$ cat src/design/mvret_pkg.sv
// constants and types for the move and return instruction executor
// How it works
// RULE1: store copies accumulator to 7-bit addressed register, one cycle.
// RULE2: load literal puts 8-bit immediate in accumulator, one cycle.
// RULE3: interrupt return pops stack, program counter takes popped top.
// RULE4: interrupt return sets global enable, bit 7 of interrupt control.
// RULE5: return-from-interrupt is one word and takes two instruction cycles.
// RULE6: literal return loads its 8-bit immediate into accumulator.
// RULE7: literal return pops stack, program counter takes return address.
// RULE8: return-with-literal is one word and takes two instruction cycles.
// RULE9: no-operation only advances the program counter, one cycle.
package mvret_pkg;
    localparam int DATA_W    = 8;
    localparam int ADDR_W    = 7;
    localparam int PC_W      = 13;
    localparam int IRQ_EN_BIT = 7;
    localparam logic [7:0] ACC_RST  = 8'h00;
    localparam logic [7:0] INTC_RST = 8'h00;
    localparam logic [12:0] PC_RST  = 13'h0000;
    localparam int RET_CYCLES = 2;

    typedef enum logic [2:0] {
        MVRET_OP_NOP,
        MVRET_OP_STORE_ACC,
        MVRET_OP_LOAD_LIT,
        MVRET_OP_RET_IRQ,
        MVRET_OP_RET_LIT
    } mvret_op_t;

    typedef enum logic {
        MVRET_ST_FETCH,
        MVRET_ST_FLUSH
    } mvret_state_t;
endpackage : mvret_pkg

$ cat src/design/mvret_exec.sv
// executor for store, load literal, no-op and the two return instructions
`timescale 1ns/1ns
module mvret_exec (
    // clock and reset
    input  wire logic                     sys_clk_in,
    input  wire logic                     sys_rst_in,
    // decoded instruction
    input  wire logic                     instr_valid_in,
    input  wire mvret_pkg::mvret_op_t     instr_op_in,
    input  wire logic [6:0]               file_addr_in,
    input  wire logic [7:0]               literal_in,
    // return stack
    input  wire logic [12:0]              stack_top_entry_in,
    output logic                          stack_pop_out,
    // file register array write port
    output logic                          file_wr_en_out,
    output logic [6:0]                    file_wr_addr_out,
    output logic [7:0]                    file_wr_data_out,
    // core state
    output logic [7:0]                    accumulator_out,
    output logic [12:0]                   program_counter_out,
    output logic [7:0]                    interrupt_control_reg_out,
    output logic                          global_irq_enable_out,
    output logic                          instr_ready_out,
    output logic                          instr_done_out
);
    mvret_pkg::mvret_state_t state_ff;
    logic [7:0]  acc_ff;
    logic [12:0] pc_ff;
    logic [7:0]  intc_ff;
    logic        wr_en_ff;
    logic [6:0]  wr_addr_ff;
    logic [7:0]  wr_data_ff;
    logic        pop_ff;
    logic        done_ff;
    logic        take;
    logic        is_ret;

    // returns hold off new instructions for the second cycle
    assign instr_ready_out = (state_ff == mvret_pkg::MVRET_ST_FETCH);
    assign take   = instr_valid_in && instr_ready_out;
    assign is_ret = (instr_op_in == mvret_pkg::MVRET_OP_RET_IRQ) ||
                    (instr_op_in == mvret_pkg::MVRET_OP_RET_LIT);

    // second cycle flushes the fetched word after a return
    always_ff @(posedge sys_clk_in) begin
        if (sys_rst_in) begin
            state_ff <= mvret_pkg::MVRET_ST_FETCH;
        end else begin
            unique case (state_ff)
                mvret_pkg::MVRET_ST_FETCH: begin
                    if (take && is_ret) begin
                        state_ff <= mvret_pkg::MVRET_ST_FLUSH; // RULE5 RULE8
                    end
                end
                // one dead cycle only, so a return costs exactly two
                mvret_pkg::MVRET_ST_FLUSH: begin
                    state_ff <= mvret_pkg::MVRET_ST_FETCH;
                end
            endcase
        end
    end

    // accumulator: literal loads only, status never touched
    always_ff @(posedge sys_clk_in) begin
        if (sys_rst_in) begin
            acc_ff <= mvret_pkg::ACC_RST;
        end else if (take && (instr_op_in == mvret_pkg::MVRET_OP_LOAD_LIT ||
                              instr_op_in == mvret_pkg::MVRET_OP_RET_LIT)) begin
            acc_ff <= literal_in; // RULE2 RULE6
        end
    end

    // program counter advances, or takes the popped return address
    always_ff @(posedge sys_clk_in) begin
        if (sys_rst_in) begin
            pc_ff <= mvret_pkg::PC_RST;
        end else if (take && is_ret) begin
            pc_ff <= stack_top_entry_in; // RULE3 RULE7
        end else if (take) begin
            pc_ff <= pc_ff + 13'h0001; // RULE9
        end
    end

    // global enable set on return from interrupt
    always_ff @(posedge sys_clk_in) begin
        if (sys_rst_in) begin
            intc_ff <= mvret_pkg::INTC_RST;
        end else if (take && instr_op_in == mvret_pkg::MVRET_OP_RET_IRQ) begin
            intc_ff[mvret_pkg::IRQ_EN_BIT] <= 1'b1; // RULE4
        end
    end

    // file write port, registered so data comes from flip-flops
    always_ff @(posedge sys_clk_in) begin
        if (sys_rst_in) begin
            wr_en_ff   <= 1'b0;
            wr_addr_ff <= 7'h00;
            wr_data_ff <= 8'h00;
        end else begin
            wr_en_ff <= take &&
                        (instr_op_in == mvret_pkg::MVRET_OP_STORE_ACC); // RULE1
            if (take && instr_op_in == mvret_pkg::MVRET_OP_STORE_ACC) begin
                wr_addr_ff <= file_addr_in; // RULE1
                wr_data_ff <= acc_ff;
            end
        end
    end

    // pop pulse and completion pulse
    always_ff @(posedge sys_clk_in) begin
        if (sys_rst_in) begin
            pop_ff  <= 1'b0;
            done_ff <= 1'b0;
        end else begin
            pop_ff  <= take && is_ret; // RULE3 RULE7
            done_ff <= (take && !is_ret) ||
                       (state_ff == mvret_pkg::MVRET_ST_FLUSH);
        end
    end

    assign stack_pop_out             = pop_ff;
    assign file_wr_en_out            = wr_en_ff;
    assign file_wr_addr_out          = wr_addr_ff;
    assign file_wr_data_out          = wr_data_ff;
    assign accumulator_out           = acc_ff;
    assign program_counter_out       = pc_ff;
    assign interrupt_control_reg_out = intc_ff;
    assign global_irq_enable_out     = intc_ff[mvret_pkg::IRQ_EN_BIT];
    assign instr_done_out            = done_ff;

    chk_store_write_data: assert property (@(posedge sys_clk_in) // RULE1
        disable iff (sys_rst_in)
        take && instr_op_in == mvret_pkg::MVRET_OP_STORE_ACC |=>
        file_wr_en_out && file_wr_data_out == $past(acc_ff) &&
        file_wr_addr_out == $past(file_addr_in))
        else $error("store did not write accumulator");

    chk_load_lit_acc: assert property (@(posedge sys_clk_in) // RULE2
        disable iff (sys_rst_in)
        take && instr_op_in == mvret_pkg::MVRET_OP_LOAD_LIT |=>
        accumulator_out == $past(literal_in) && instr_done_out)
        else $error("literal not loaded in one cycle");

    chk_ret_irq_pc: assert property (@(posedge sys_clk_in) // RULE3
        disable iff (sys_rst_in)
        take && instr_op_in == mvret_pkg::MVRET_OP_RET_IRQ |=>
        stack_pop_out && program_counter_out == $past(stack_top_entry_in))
        else $error("return from interrupt did not pop");

    chk_ret_irq_enable: assert property (@(posedge sys_clk_in) // RULE4
        disable iff (sys_rst_in)
        take && instr_op_in == mvret_pkg::MVRET_OP_RET_IRQ |=>
        global_irq_enable_out)
        else $error("global enable not set");

    chk_ret_irq_two: assert property (@(posedge sys_clk_in) // RULE5
        disable iff (sys_rst_in)
        take && instr_op_in == mvret_pkg::MVRET_OP_RET_IRQ |=>
        !instr_ready_out && !instr_done_out ##1 instr_done_out)
        else $error("return from interrupt not two cycles");

    chk_ret_lit_acc: assert property (@(posedge sys_clk_in) // RULE6
        disable iff (sys_rst_in)
        take && instr_op_in == mvret_pkg::MVRET_OP_RET_LIT |=>
        accumulator_out == $past(literal_in) && $stable(intc_ff))
        else $error("return literal not in accumulator");

    chk_ret_lit_pc: assert property (@(posedge sys_clk_in) // RULE7
        disable iff (sys_rst_in)
        take && instr_op_in == mvret_pkg::MVRET_OP_RET_LIT |=>
        stack_pop_out && program_counter_out == $past(stack_top_entry_in))
        else $error("return literal did not load counter");

    chk_ret_lit_two: assert property (@(posedge sys_clk_in) // RULE8
        disable iff (sys_rst_in)
        take && instr_op_in == mvret_pkg::MVRET_OP_RET_LIT |=>
        !instr_ready_out ##1 instr_ready_out && instr_done_out)
        else $error("return literal not two cycles");

    chk_nop_quiet: assert property (@(posedge sys_clk_in) // RULE9
        disable iff (sys_rst_in)
        take && instr_op_in == mvret_pkg::MVRET_OP_NOP |=>
        program_counter_out == $past(pc_ff) + 13'h0001 &&
        $stable(acc_ff) && $stable(intc_ff) && !file_wr_en_out &&
        !stack_pop_out && instr_done_out)
        else $error("no-op changed state");

    chk_store_no_side: assert property (@(posedge sys_clk_in) // RULE1
        disable iff (sys_rst_in)
        take && instr_op_in == mvret_pkg::MVRET_OP_STORE_ACC |=>
        $stable(acc_ff) && $stable(intc_ff) && !stack_pop_out &&
        instr_done_out && program_counter_out == $past(pc_ff) + 13'h0001)
        else $error("store changed state or took too long");

    chk_load_lit_quiet: assert property (@(posedge sys_clk_in) // RULE2
        disable iff (sys_rst_in)
        take && instr_op_in == mvret_pkg::MVRET_OP_LOAD_LIT |=>
        !file_wr_en_out && !stack_pop_out && $stable(intc_ff) &&
        program_counter_out == $past(pc_ff) + 13'h0001)
        else $error("literal load touched other state");

    chk_ret_irq_acc: assert property (@(posedge sys_clk_in) // RULE3
        disable iff (sys_rst_in)
        take && instr_op_in == mvret_pkg::MVRET_OP_RET_IRQ |=>
        $stable(acc_ff) && !file_wr_en_out)
        else $error("return from interrupt touched accumulator");

    // a word presented while flushing must leave no trace
    chk_flush_word_dropped: assert property (@(posedge sys_clk_in) // RULE5 RULE8
        disable iff (sys_rst_in)
        state_ff == mvret_pkg::MVRET_ST_FLUSH && instr_valid_in |=>
        $stable(acc_ff) && $stable(pc_ff) && !file_wr_en_out &&
        !stack_pop_out)
        else $error("instruction taken in flush cycle");

    chk_pop_one_pulse: assert property (@(posedge sys_clk_in) // RULE3 RULE7
        disable iff (sys_rst_in)
        stack_pop_out |=> !stack_pop_out)
        else $error("stack popped twice for one return");

    chk_ret_lit_busy: assert property (@(posedge sys_clk_in) // RULE8
        disable iff (sys_rst_in)
        take && instr_op_in == mvret_pkg::MVRET_OP_RET_LIT |=>
        !file_wr_en_out && !instr_done_out)
        else $error("return literal finished in one cycle");
endmodule : mvret_exec

$ cat config.mk
export PLATFORM = sky130hd
export DESIGN_NAME = mvret_exec
export DESIGN_NICKNAME = d
export VERILOG_FILES = /design/src/design/mvret_pkg.sv /design/src/design/mvret_exec.sv
export SDC_FILE = /design/constraint.sdc
export NUM_CORES = 1
export LEC_CHECK = 0
export ABC_AREA = 1
export BUFFER_PORTS_ARGS = -buffer_cell sky130_fd_sc_hd__buf_2
export CORE_ASPECT_RATIO = 1.25
export CORE_UTILIZATION = 40
export DETAILED_ROUTE_END_ITERATION = 10
export PLACE_DENSITY = 0.67
export SYNTH_ARGS = -nofsm -noshare
export SYNTH_HDL_FRONTEND = slang
export SYNTH_SLANG_ARGS = --single-unit
export TNS_END_PERCENT = 100
$ cat constraint.sdc
create_clock -name sys_clk_in -period 2.4 [get_ports sys_clk_in]
set_input_delay 0.12 -clock sys_clk_in [delete_from_list [all_inputs] [get_ports sys_clk_in]]
set_output_delay 0.12 -clock sys_clk_in [all_outputs]
set_load 0.1 [all_outputs]
==> impl_metrics.toml <==
[logic_synthesis]
syn_inst = 266
synth_edf_count = 0
synth_common_cells = "nand2_1 (47), dfxtp_1 (41), nor2_1 (30), a21oi_1 (27), inv_1 (24)"
synth_async_sr_flop_share_pct = 0
synth_seq_area_share_pct = 41.9
ys_types = 33
ys_top_cells_by_area = "dfxtp_1 (42%), nand2_1 (9.0%), a21oi_1 (6.9%)"
yosysMostFrequentCell = "nand2_1"
synth-main-ff-cell = "dfxtp_1"
synth_warnings = 0
syn_avg_cell_area_sq_um = 7.37
synth_area_sq_um = 1960
synth_seq_cells = 41
synth_top_area_share_pct = 41.9
synth_area_leader_cell = "dfxtp_1"

[place]
dpl.hpwl_mm = 3.52
numPortBuffers = 75
gp_congestion = 0.833
place_area_sq_um = 2310

[critical_path]
cp_max_fo = 23
critPathMostFrequentCell = "inv_2"
r2r_start = "state_ff"
worstPathCellList = "inv_2 > nand2_2 > nor2_4 > nand3_2 > inv_2 > o21ai_0 > a21oi_1"
cp_data_arrival_time_ns = 1.80
worst-path-buf-inv = 2
cp_slowest_cell = "inv_2"
r2r-end = "file_wr_data_out[0]"
startpoint_type = "register"
ff2ff_setup_slack_ns = 0.83
worstSetupStartpoint = "state_ff"
worstSetupEndpointType = "register"
critPathMaxStageDelay_ns = 0.33
r2r_cells = 7
worstSetupPathType = "reg -> reg"
critPathTopFamily = "simple AND/OR/NAND/NOR gates"
required_ns = 2.63

[global_routing]
grt_max_degree = 31
grt_pass1_vias = 1764
grt_first_pass_wirelength_mm = 7.60
grt_antenna_before_repair = 0
grt.total_usage_pct = 19.2
grt-ovfl-total = 0

[run]
maxCapViolCount = 0

[floorplanning]
fp.dieH_um = 80.3
pin_count = 83
die_area_sq_um = 5180
initial_core_util_pct = 41.4
core_area_sq_um = 4730
rows = 28
fp.dieW_um = 64.6

[layout]
syn2layout_area_growth_pct = 23.8
n_antenna_cell = 0
multiInputGateArea_sq_um = 920
drive_gt1_share_pct = 31.1
fin_util_pct = 51.3
final-seq-area_sq_um = 821
nets = 372
fillers = 506
finalInstanceArea_sq_um = 2420

[clocking]
h-tree-depth = 2
holdBufCountCts = 0
cts_setup_buffers = 0
cts_tree = "yes"
clock_latency_ns = 0.30
cts-resized-gates = 0
clockBufferDepth = 2
clock_sinks = 41
cts_inserted_buffers = 5
path_clk_slew_ns = 0.08
cts_root_buf = "clkbuf_8"

[detailed_routing]
drc_errors = 0
num_vias = 1929
first_pass_iters = 4
drt_wl_total_mm = 4.65
detail_route.vias_per_cell = 4.85
drt-initial-drc-count = 105
ant_nets = 0
wl_per_cell_um = 11.7

[min_path]
min_path_cells = 3
whs_endpoint = "program_counter_out[0]"
worstHoldStart = "stack_top_entry_in[0]"
hold_class = "in -> reg"

[timing]
max_clock_freq_mhz = 637
setup_viol = 0
fin_setup_tns_ns = 0
skew_ns = 0.00729
hold_viol_final = 0
grt_setup_unrepaired = "no"
tightest_slew_ns = 0.794
final.min_clock_period_ns = 1.57
min_period_over_period_pct = 65.5
hold-worst-slack_ns = 0.0187
relSlewSlack_pct = 47.0
slew_violations = 0

[status]
status = "finished clean"

[power]
cellPowerDensity_nw_per_um2 = 749
vdd_drop_max_uv = 584
p_leak_uw = 0.00116
## area by class of cell
cell class | instances | share of cell area, %
timing repair buffer | 75 | 15.5
clock inverter | 3 | 1.91
tap | 60 | 3.10
sequential | 41 | 33.8
clock buffer | 5 | 2.84
multi-input combinational | 184 | 37.9
inverter | 30 | 4.90
## metal layers
metal	share of wire (%)	GRT usage, %	vias to the layer above
met3	6.5	6.11	9
met5	0	0	-
met4	2.1	8.44	0
met2	51	33.2	64
met1	40	21.4	862
li1	-	-	994
## cells in the final DEF (no fill, tap or decap), drive strengths merged
cell type / instances
ha: 1
o21bai: 1
xor2: 2
buf: 75
nand2: 54
a31oi: 1
nor2: 31
a21oi: 27
conb: 7
inv: 28
nand4: 7
clkinv: 3
clkbuf: 5
dfxtp: 41
bufinv: 1
a31o: 1
o21ai: 31
clkinvlp: 1
nand3: 19
a21o: 1
nand3b: 1
## metrics by stage
step	power [uW]	setup slack, ns	cells
floorplan	1190	0.267	272
global placement	1260	0.869	390
detailed placement	1270	0.814	390
CTS	1830	0.803	398
global route	1890	0.632	398
finish	1820	0.829	398
## report_power, final
group | total, uW | internal, uW | leakage (uW) | switching [uW]
combinational | 504 | 85.1 | 0.000772 | 419
clock | 567 | 311 | 0.0000543 | 255
sequential | 746 | 716 | 0.000335 | 29.8
total | 1820 | 1110 | 0.00116 | 704
## cell families after synthesis
kind of cell	count (synthesis)	share of synthesized area (%)
AO/OA/AOI/OAI	62	17.1
flip-flops	41	41.9
AND/OR/NAND/NOR	112	26.9
XOR/XNOR	2	0.894
buffers and inverters	47	12.3
adder cells (fa/ha/maj)	1	0.638
other	1	0.191
## worst max path at each step
| stage | endpoint | slack, ns | cells after the start |
|---|---|---|---|
| final | file_wr_data_out[0] | 0.83 | 7 |
| after global routing | file_wr_data_out[0] | 0.63 | 7 |
| after global placement | file_wr_data_out[0] | 0.87 | 7 |
| after floorplan | program_counter_out[10] | 0.27 | 8 |
| after detailed placement | file_wr_data_out[1] | 0.81 | 7 |
| after CTS | file_wr_data_out[0] | 0.80 | 7 |
## state kept, by name, indices dropped and copies added, names as in the netlist
name,flops
program_counter_out,13
accumulator_out,8
file_wr_data_out,8
file_wr_addr_out,7
file_wr_en_out,1
instr_done_out,1
interrupt_control_reg_out,1
stack_pop_out,1
state_ff,1
## worst min-delay path, stage by stage
cell	delay, ns
buf_2	0.09
nand2_2	0.05
o21ai_2	0.04
Note: power is estimated with default switching activity, not from simulation.
